File: config.mk
export PLATFORM = sky130hd
export DESIGN_NAME = tcc_top
export DESIGN_NICKNAME = d
export VERILOG_FILES = /design/src/shared/tcc_pkg.sv /design/src/design/tcc_chan.sv /design/src/design/tcc_top.sv
export SDC_FILE = /design/constraint.sdc
export NUM_CORES = 1
export LEC_CHECK = 0
export BUFFER_PORTS_ARGS = -buffer_cell sky130_fd_sc_hd__buf_2
export CORE_ASPECT_RATIO = 0.8
export CORE_MARGIN = 3
export CORE_UTILIZATION = 65
export CTS_BUF_LIST = sky130_fd_sc_hd__clkbuf_4 sky130_fd_sc_hd__clkbuf_8 sky130_fd_sc_hd__clkbuf_16
export CTS_CLUSTER_DIAMETER = 150
export DETAILED_ROUTE_END_ITERATION = 12
export HOLD_SLACK_MARGIN = 0.02
export PLACE_DENSITY = 0.85
export SYNTH_ARGS = -nofsm -noshare
export SYNTH_HDL_FRONTEND = slang
export SYNTH_SLANG_ARGS = --single-unit
File: constraint.sdc
create_clock -name core_clk_in -period 4.05 [get_ports core_clk_in]
set_input_delay 0.81 -clock core_clk_in [delete_from_list [all_inputs] [get_ports core_clk_in]]
set_output_delay 0.81 -clock core_clk_in [all_outputs]
set_load 0.02 [all_outputs]
File: src/shared/tcc_pkg.sv
// Shared constants and types of the timer capture/compare channel block
`default_nettype none
package tcc_pkg;
  // Register offsets
  localparam logic [3:0] TCC_CTRL_BASE = 4'h0;
  localparam logic [3:0] TCC_VAL_BASE = 4'h4;
  localparam logic [3:0] TCC_STATUS_ADDR = 4'hC;
  localparam logic [3:0] TCC_MASK_ADDR = 4'hD;
  // Channel control field positions
  localparam int TCC_BUF_BIT = 5;
  localparam int TCC_MODE_A_BIT = 4;
  localparam int TCC_ELS_LSB = 2;
  // Status bit of the overflow event
  localparam int TCC_OVF_BIT = 4;
  // Writable control bits and reset values
  localparam logic [7:0] TCC_CTRL_WMASK = 8'h3C;
  localparam logic [7:0] TCC_CTRL_RST = 8'h00;
  localparam logic [15:0] TCC_VAL_RST = 16'h0000;
  localparam logic [4:0] TCC_STATUS_RST = 5'h00;
  localparam logic [4:0] TCC_MASK_RST = 5'h00;
  localparam logic [7:0] TCC_RD_IDLE = 8'h00;

  // Edge/level select: capture edge or compare action
  typedef enum logic [1:0] {
    TCC_ELS_OFF = 2'h0,   // Capture off / pin not driven
    TCC_ELS_A = 2'h1,     // Rising edge / toggle
    TCC_ELS_B = 2'h2,     // Falling edge / clear
    TCC_ELS_AB = 2'h3     // Both edges / set
  } tcc_els_e;

  // Buffered select overrides mode A; either means compare
  function automatic logic tcc_is_compare(input logic [7:0] c);
    return c[TCC_BUF_BIT] | c[TCC_MODE_A_BIT];
  endfunction : tcc_is_compare

  // Edge/level field of a control byte
  function automatic tcc_els_e tcc_els(input logic [7:0] c);
    return tcc_els_e'(c[TCC_ELS_LSB +: 2]);
  endfunction : tcc_els
endpackage : tcc_pkg
`default_nettype wire

File: src/design/tcc_chan.sv
// One capture/compare channel: edge detect, compare match, pin level
`default_nettype none
module tcc_chan #(
  parameter int CNT_W = 16
) (
  input wire logic core_clk_in,
  input wire logic reset_in,
  input wire logic pin_in,
  input wire logic [CNT_W-1:0] count_in,
  input wire logic count_step_in,
  input wire logic cap_en_in,
  input wire logic cmp_en_in,
  input wire logic [1:0] els_in,
  input wire logic [CNT_W-1:0] cmp_val_in,
  output logic capture_out,
  output logic match_out,
  output logic pin_out
);
  typedef struct packed {
    logic primed;
    logic prev_pin;
    logic level;
  } tcc_chan_s;

  tcc_chan_s r;
  tcc_chan_s next_r;
  logic rise;
  logic fall;

  // Edge detect, primed after reset so a high pin is no edge
  always_comb begin
    rise = r.primed && !r.prev_pin && pin_in;
    fall = r.primed && r.prev_pin && !pin_in;
    capture_out = 1'b0;
    if (cap_en_in) begin
      case (tcc_pkg::tcc_els_e'(els_in))
        tcc_pkg::TCC_ELS_A: capture_out = rise;
        tcc_pkg::TCC_ELS_B: capture_out = fall;
        tcc_pkg::TCC_ELS_AB: capture_out = rise | fall;
        default: capture_out = 1'b0;
      endcase
    end
    // Full 16-bit equality, once per counter step
    match_out = cmp_en_in && count_step_in && (count_in == cmp_val_in);
  end

  // Pin action on match
  always_comb begin
    next_r = r;
    next_r.primed = 1'b1;
    next_r.prev_pin = pin_in;
    if (match_out) begin
      case (tcc_pkg::tcc_els_e'(els_in))
        tcc_pkg::TCC_ELS_A: next_r.level = !r.level;
        tcc_pkg::TCC_ELS_B: next_r.level = 1'b0;
        tcc_pkg::TCC_ELS_AB: next_r.level = 1'b1;
        default: next_r.level = r.level;
      endcase
    end
  end

  always_ff @(posedge core_clk_in) begin
    if (reset_in) begin
      r <= '0;
    end else begin
      r <= next_r;
    end
  end

  assign pin_out = r.level;
endmodule : tcc_chan
`default_nettype wire

File: src/design/tcc_top.sv
// Four-channel timer capture/compare block with buffered channel pairs
//
// Local design decisions: the address-and-strobe port and the register offsets.
`default_nettype none
module tcc_top #(
  parameter int CNT_W = 16
) (
  input wire logic core_clk_in,
  input wire logic reset_in,
  input wire logic [3:0] addr_in,
  input wire logic [7:0] wr_data_in,
  input wire logic wr_in,
  input wire logic rd_in,
  output logic [7:0] rd_data_out,
  input wire logic [CNT_W-1:0] counter_in,
  input wire logic count_step_in,
  input wire logic overflow_in,
  input wire logic chan0_pin_in,
  output logic chan0_pin_out,
  output logic chan0_pin_oe_n_out,
  input wire logic chan1_pin_in,
  output logic chan1_pin_out,
  output logic chan1_pin_oe_n_out,
  input wire logic chan2_pin_in,
  output logic chan2_pin_out,
  output logic chan2_pin_oe_n_out,
  input wire logic chan3_pin_in,
  output logic chan3_pin_out,
  output logic chan3_pin_oe_n_out,
  output logic irq_out
);
  typedef struct packed {
    logic [3:0][7:0] ctrl;
    logic [3:0][CNT_W-1:0] val;
    logic [4:0] status;
    logic [4:0] mask;
    logic [1:0] last_wr;
    logic [1:0] active;
    logic [7:0] rd_data;
  } tcc_regs_s;

  tcc_regs_s r;
  tcc_regs_s next_r;
  logic [1:0] linked;
  logic [3:0] cap_en;
  logic [3:0] cmp_en;
  logic [3:0][1:0] els;
  logic [3:0][CNT_W-1:0] cmp_val;
  logic [3:0] cap;
  logic [3:0] mat;
  logic [3:0] lvl;
  logic [3:0] oe_n;
  logic [3:0] pins;

  // Value byte address decode: channel index and high-byte flag
  function automatic logic [2:0] val_decode(input logic [3:0] a);
    logic [3:0] off;
    off = a - tcc_pkg::TCC_VAL_BASE;
    return {off[2:1], !off[0]};
  endfunction : val_decode

  assign pins = {chan3_pin_in, chan2_pin_in, chan1_pin_in, chan0_pin_in};

  // Pair links from channel 0 and channel 2 buffer bits
  assign linked[0] = r.ctrl[0][tcc_pkg::TCC_BUF_BIT];
  assign linked[1] = r.ctrl[2][tcc_pkg::TCC_BUF_BIT];

  // Effective channel configuration
  always_comb begin
    for (int i = 0; i < 4; i++) begin
      logic dead;
      dead = (i == 1 && linked[0]) || (i == 3 && linked[1]);
      els[i] = r.ctrl[i][tcc_pkg::TCC_ELS_LSB +: 2];
      cmp_en[i] = !dead && tcc_pkg::tcc_is_compare(r.ctrl[i]);
      cap_en[i] = !dead && !cmp_en[i] && (els[i] != 2'(tcc_pkg::TCC_ELS_OFF));
      // Linked pair: active set picks the compare value
      if (i % 2 == 0 && linked[i / 2] && r.active[i / 2]) begin
        cmp_val[i] = r.val[i | 1];
      end else begin
        cmp_val[i] = r.val[i];
      end
      // Released or input pins are never driven
      oe_n[i] = !(cmp_en[i] && (els[i] != 2'(tcc_pkg::TCC_ELS_OFF)));
    end
  end

  // Channel units
  for (genvar g = 0; g < 4; g++) begin : g_chan
    tcc_chan #(.CNT_W(CNT_W)) u_chan (
      .core_clk_in(core_clk_in),
      .reset_in(reset_in),
      .pin_in(pins[g]),
      .count_in(counter_in),
      .count_step_in(count_step_in),
      .cap_en_in(cap_en[g]),
      .cmp_en_in(cmp_en[g]),
      .els_in(els[g]),
      .cmp_val_in(cmp_val[g]),
      .capture_out(cap[g]),
      .match_out(mat[g]),
      .pin_out(lvl[g])
    );
  end

  // Register writes, captures, flags, pair swap and reads
  always_comb begin
    logic [2:0] vd;
    logic [4:0] set;
    logic [4:0] clr;
    next_r = r;
    vd = val_decode(addr_in);
    set = '0;
    clr = '0;
    next_r.rd_data = tcc_pkg::TCC_RD_IDLE;
    // Register writes
    if (wr_in) begin
      if (addr_in < tcc_pkg::TCC_VAL_BASE) begin
        next_r.ctrl[addr_in[1:0]] = wr_data_in & tcc_pkg::TCC_CTRL_WMASK;
        if (addr_in[0]) begin
          next_r.ctrl[addr_in[1:0]][tcc_pkg::TCC_BUF_BIT] = 1'b0;
        end
      end else if (addr_in < tcc_pkg::TCC_STATUS_ADDR) begin
        if (vd[0]) begin
          next_r.val[vd[2:1]][15:8] = wr_data_in;
        end else begin
          next_r.val[vd[2:1]][7:0] = wr_data_in;
        end
        next_r.last_wr[vd[2]] = vd[1];
      end else if (addr_in == tcc_pkg::TCC_STATUS_ADDR) begin
        clr = wr_data_in[4:0];
      end else if (addr_in == tcc_pkg::TCC_MASK_ADDR) begin
        next_r.mask = wr_data_in[4:0];
      end
    end
    // Captures win over a write in the same cycle
    for (int i = 0; i < 4; i++) begin
      if (cap[i]) begin
        next_r.val[i] = counter_in;
      end
      set[i] = cap[i] | mat[i];
    end
    set[tcc_pkg::TCC_OVF_BIT] = overflow_in;
    // Set wins over write-one clear
    next_r.status = (r.status & ~clr) | set;
    // Overflow hands control to the last written set
    for (int p = 0; p < 2; p++) begin
      if (!linked[p]) begin
        next_r.active[p] = 1'b0;
        next_r.last_wr[p] = 1'b0;
      end else if (overflow_in) begin
        next_r.active[p] = r.last_wr[p];
      end
    end
    // Read data for the next cycle
    if (rd_in) begin
      if (addr_in < tcc_pkg::TCC_VAL_BASE) begin
        next_r.rd_data = r.ctrl[addr_in[1:0]];
      end else if (addr_in < tcc_pkg::TCC_STATUS_ADDR) begin
        next_r.rd_data = vd[0] ? r.val[vd[2:1]][15:8] : r.val[vd[2:1]][7:0];
      end else if (addr_in == tcc_pkg::TCC_STATUS_ADDR) begin
        next_r.rd_data = {3'h0, r.status};
      end else if (addr_in == tcc_pkg::TCC_MASK_ADDR) begin
        next_r.rd_data = {3'h0, r.mask};
      end else begin
        next_r.rd_data = tcc_pkg::TCC_RD_IDLE;
      end
    end
  end

  always_ff @(posedge core_clk_in) begin
    if (reset_in) begin
      r.ctrl <= {4{tcc_pkg::TCC_CTRL_RST}};
      r.val <= {4{tcc_pkg::TCC_VAL_RST}};
      r.status <= tcc_pkg::TCC_STATUS_RST;
      r.mask <= tcc_pkg::TCC_MASK_RST;
      r.last_wr <= 2'h0;
      r.active <= 2'h0;
      r.rd_data <= tcc_pkg::TCC_RD_IDLE;
    end else begin
      r <= next_r;
    end
  end

  // Outputs
  assign rd_data_out = r.rd_data;
  assign irq_out = |(r.status & r.mask);
  assign chan0_pin_out = lvl[0];
  assign chan1_pin_out = lvl[1];
  assign chan2_pin_out = lvl[2];
  assign chan3_pin_out = lvl[3];
  assign chan0_pin_oe_n_out = oe_n[0];
  assign chan1_pin_oe_n_out = oe_n[1];
  assign chan2_pin_oe_n_out = oe_n[2];
  assign chan3_pin_oe_n_out = oe_n[3];

  // Checks
  a_capture_latch: assert property (@(posedge core_clk_in) disable iff (reset_in)
    cap[0] |=> r.val[0] == $past(counter_in))
    else $error("capture did not latch counter");

  a_rise_capture: assert property (@(posedge core_clk_in) disable iff (reset_in)
    cap_en[1] && els[1] == 2'h1 && $past(chan1_pin_in) == 1'b0 && chan1_pin_in && !$rose(reset_in)
      && $past(cap_en[1]) |-> cap[1])
    else $error("rising edge missed");

  a_cap_irq: assert property (@(posedge core_clk_in) disable iff (reset_in)
    cap[2] && r.mask[2] |=> irq_out && r.status[2])
    else $error("capture interrupt missing");

  a_compare_set: assert property (@(posedge core_clk_in) disable iff (reset_in)
    mat[0] && els[0] == 2'h3 |=> chan0_pin_out)
    else $error("set on compare failed");

  a_compare_clear: assert property (@(posedge core_clk_in) disable iff (reset_in)
    mat[2] && els[2] == 2'h2 |=> !chan2_pin_out)
    else $error("clear on compare failed");

  a_match_irq: assert property (@(posedge core_clk_in) disable iff (reset_in)
    mat[3] && r.mask[3] |=> irq_out)
    else $error("compare interrupt missing");

  a_unbuf_write: assert property (@(posedge core_clk_in) disable iff (reset_in)
    wr_in && addr_in == 4'h5 && !cap[0] |=> r.val[0][7:0] == $past(wr_data_in))
    else $error("low byte write not taken");

  a_match_equal: assert property (@(posedge core_clk_in) disable iff (reset_in)
    mat[1] |-> counter_in == r.val[1] && count_step_in)
    else $error("match without equality");

  a_ovf_flag: assert property (@(posedge core_clk_in) disable iff (reset_in)
    overflow_in |=> r.status[4])
    else $error("overflow flag not set");

  a_pair_swap: assert property (@(posedge core_clk_in) disable iff (reset_in)
    linked[0] && overflow_in && !wr_in ##1 linked[0] |-> r.active[0] == $past(r.last_wr[0]))
    else $error("pair did not take last written set");

  a_pair_start: assert property (@(posedge core_clk_in) disable iff (reset_in)
    !linked[1] |=> !r.active[1] || $past(overflow_in))
    else $error("pair 2/3 did not start on channel 2");

  a_second_dead: assert property (@(posedge core_clk_in) disable iff (reset_in)
    linked[0] |-> !cap[1] && !mat[1])
    else $error("second channel active while linked");

  a_pin_release: assert property (@(posedge core_clk_in) disable iff (reset_in)
    linked[1] |-> chan3_pin_oe_n_out)
    else $error("released pin still driven");

  a_buf_override: assert property (@(posedge core_clk_in) disable iff (reset_in)
    r.ctrl[2][5] && els[2] != 2'h0 |-> !chan2_pin_oe_n_out && !cap_en[2])
    else $error("buffer bit did not select compare");
endmodule : tcc_top
`default_nettype wire

==> summary.md <==
| Metric | Value |
|---|---|
| Pre-Repair DR Iteration Count | 6 |
| Crit-path slowest cell | nor3_4 |
| Mapped cell area | 0.00700 mm2 |
| Core Util, Final | 70.9% |
| CP Max Fanout | 12 |
| CTS tree | yes |
| Worst-path clk slew | 80 ps |
| Yosys Warn Count | 0 |
| Design area | roughly 0.0074 mm2 |
| GRT overflow | 0 |
| Cell Area, Placed | 0.00707 mm2 |
| Met2 GRT Util | 55.2% |
| Antenna violations before repair | 1 |
| Mapped Avg Cell Area | 8.30 um2 |
| Gates resized, CTS repair | 0 |
| GRT Resource Usage Total | 38.3% |
| Vias | 6570 |
| Worst relative slew slack | roughly 22% |
| Async SR Flop Fraction | 0% |
| Wire per inst | between 20 and 25 um |
| HPWL after detailed placement | roughly 17000 um |
| Final net count | 874 |
| Max-cap violations | 0 |
| Syn Inst Count | 843 |
| GRT met1 Usage | between 50% and 60% |
| Gr busiest metal | met2 |
| Residual DRC count | 0 |
| Skew-Pair Late Insertion Delay | 350 ps |
| Pleak | approximately 2.8 nW |
| Post-synth EDFFs | 0 |
| First-pass GRT wire length | around 35000 um |
| I/O pin count | 55 |
| Worst-Margin Slew | 1170 ps |
| PwrDens | 308 mW/mm2 |
| P&R area growth vs syn | 5.08% |
| TNS Setup | 0 ps |
| CTS Sinks | around 110 |
| Final Cycle Share | 68.7% |
| RSZ-0062 raised after global routing | false |
| Period minus WS final | 2780 ps |
| Hold/Removal Path Class | register to register |
| Core area | 0.0104 mm2 |
| Hold path depth | 2 |
| Maximum VDD drop | 0.191 mV |
| Seq/Total Area, Yosys | between 30% and 40% |
| Kind of critical path | input pin to register |
| Cell variety after synth | 72 |
| Largest net degree at the start of global routing | 80 |
| Drt initial violations | between 800 and 900 |
| CTS root buf | clkbuf_16 |
| Vias in the first global route | 6313 |
| Worst Skew | 10.7 ps |
| Antenna viol nets, final | 0 |
| CP arrival | ~3000 ps |
| Drt total wl | 22700 um |
| Synth Register Bits | 111 |
| IO buf count | 54 |
| GP Congestion | 0.965 |
| Die width | 122 um |
| Starting Density | 67.5% |
| Outcome | finished clean |
| DIE AREA | 0.0121 mm2 |
| CP endpoint kind | register |
| Cell depth of the worst flop-to-flop path | 6 |
| FP Rows | 33 |
| Crit start category | input pin |
| Achievable Freq | about 360 MHz |
| Max Root-Sink Buffers | 2 |
| Synth Flop Type | dfxtp_1 |
| Final Max Slew Viols | 0 |
| Crit-path cells | buf_2, nor2b_1, nand2_1, nor3_4, mux2i_1, a211oi_1 |
| Share of cells above drive strength 1 | 14.1% |
| Diode count | 0 |
| Syn_nets | 881 |
| Via density | approximately 6.7 |
| CP required | 4230 ps |
| Final Hold Viols | 0 |
| Height of the chip | approximately 99 um |
| Total CTS buffers | 9 |
| Postcts setup bufs | 0 |
| CTS Hold Bufs | 0 |
| CP max stage delay | 670 ps |
| H-tree levels | 3 |
| GRT met3 Usage | 11.2% |
| Final setup vio count | 0 |
==> cell usage in the layout (no fill, tap or decap), types with 3 or more instances in the layout <==
| master | count |
|---|---|
| or2b_2 | 6 |
| xor2_1 | 26 |
| nor3_1 | 17 |
| xnor2_1 | 22 |
| o21bai_1 | 3 |
| buf_2 | 54 |
| a21boi_0 | 3 |
| nand3b_1 | 6 |
| buf_4 | 6 |
| or2_1 | 3 |
| and3_1 | 10 |
| nand3_1 | 9 |
| nand2_1 | 75 |
| nand4_1 | 7 |
| or2_2 | 5 |
| mux2i_1 | 59 |
| o21ai_0 | 28 |
| nor4b_1 | 3 |
| and2_1 | 4 |
| nor2_1 | 117 |
| a311oi_1 | 24 |
| mux4_2 | 17 |
| nor2b_1 | 25 |
| nor4_1 | 8 |
| clkbuf_16 | 9 |
| o22ai_1 | 3 |
| a21oi_1 | 45 |
| dfxtp_1 | 111 |
| nand2b_1 | 5 |
| inv_1 | 25 |
| a211oi_1 | 48 |
| a22oi_1 | 3 |
==> cells in the mapped netlist (7+ instances only) <==
library cell / count / share of area [%]
nor2b_1: 25 / 2.2
inv_1: 25 / 1.3
xnor2_1: 22 / 2.8
a211oi_1: 48 / 5.2
nor3_1: 17 / 1.2
o21ai_0: 28 / 2.0
nor2_1: 117 / 6.3
a21oi_1: 45 / 3.2
a311oi_1: 24 / 3.0
clkbuf_1: 37 / 2.0
mux2i_1: 59 / 8.4
mux4_2: 17 / 5.5
dfxtp_1: 111 / 32
buf_4: 9 / 0.97
xor2_1: 26 / 3.3
nand4_1: 7 / 0.63
and3_1: 10 / 0.89
nand3_1: 9 / 0.64
nor4_1: 8 / 0.72
buf_2: 22 / 1.6
nand2_1: 75 / 4.0
==> per-stage QoR <==
stage	worst slack [ps]	instances	total power, W	hold slack [ps]
2_1_floorplan	1630	843	0.00134	433
3_3_place_gp	1140	965	0.00142	445
3_5_place_dp	1040	965	0.00142	458
4_1_cts	1390	981	0.00226	469
5_1_grt	1190	981	0.00233	494
6_report	1270	981	0.00227	474
==> cells by family after synthesis <==
family / Yosys count / share of synthesized area [%]
multiplexers: 78 / 14.4
flip-flops: 111 / 31.8
AO/OA/AOI/OAI: 183 / 18.3
buffers and inverters: 105 / 7.37
XOR/XNOR: 48 / 6.01
AND/OR/NAND/NOR: 318 / 22.1
==> worst max-delay path: cells and delay by family <==
kind | cells | cell delay (ps)
AOI/OAI and AO/OA | 1 | 100
and+or+nand+nor | 3 | 1550
muxes | 1 | 320
buffers and inverters | 1 | 180
==> sequential cells by signal (all words and copies together) (netlist names) <==
register and count:
g_chan.u_chan.r 5, r 52, g_chan.u_chan.pin_out 4, cmp_val 32, linked 2, rd_data_out 8
els 8
==> metal layers <==
metal	part of all wire [%]	vias up
li1	-	2987
met1	41	3072
met2	41	438
met3	13	71
met4	4.2	2
met5	0.035	-
==> power breakdown <==
| part | internal [W] | total (W) | switching [W] |
|---|---|---|---|
| Sequential | 0.00111 | 0.00113 | 0.0000241 |
| Clock | 0.000429 | 0.000857 | 0.000429 |
| Combinational | 0.0000927 | 0.000277 | 0.000185 |
==> cell type report <==
type                       count  area [um2]
timing repair buffer          60         315
sequential                   111        2220
clock buffer                  10         233
clock inverter                 6        46.3
inverter                      27         101
fill                         865        3010
tap                          140         175
multi-input combinational    627        4260
==> final timing paths <==
kind	from	endpoint	slack, ps
worst max-delay path	addr_in[3]	cmp_val[59]	1270
worst max register to register	cmp_val[60]	g_chan[2].u_chan.pin_out	1550
worst min register to register	r[10]	r[10]	470
worst min-delay path	r[10]	r[10]	470
(Power assumes the default switching activity.)
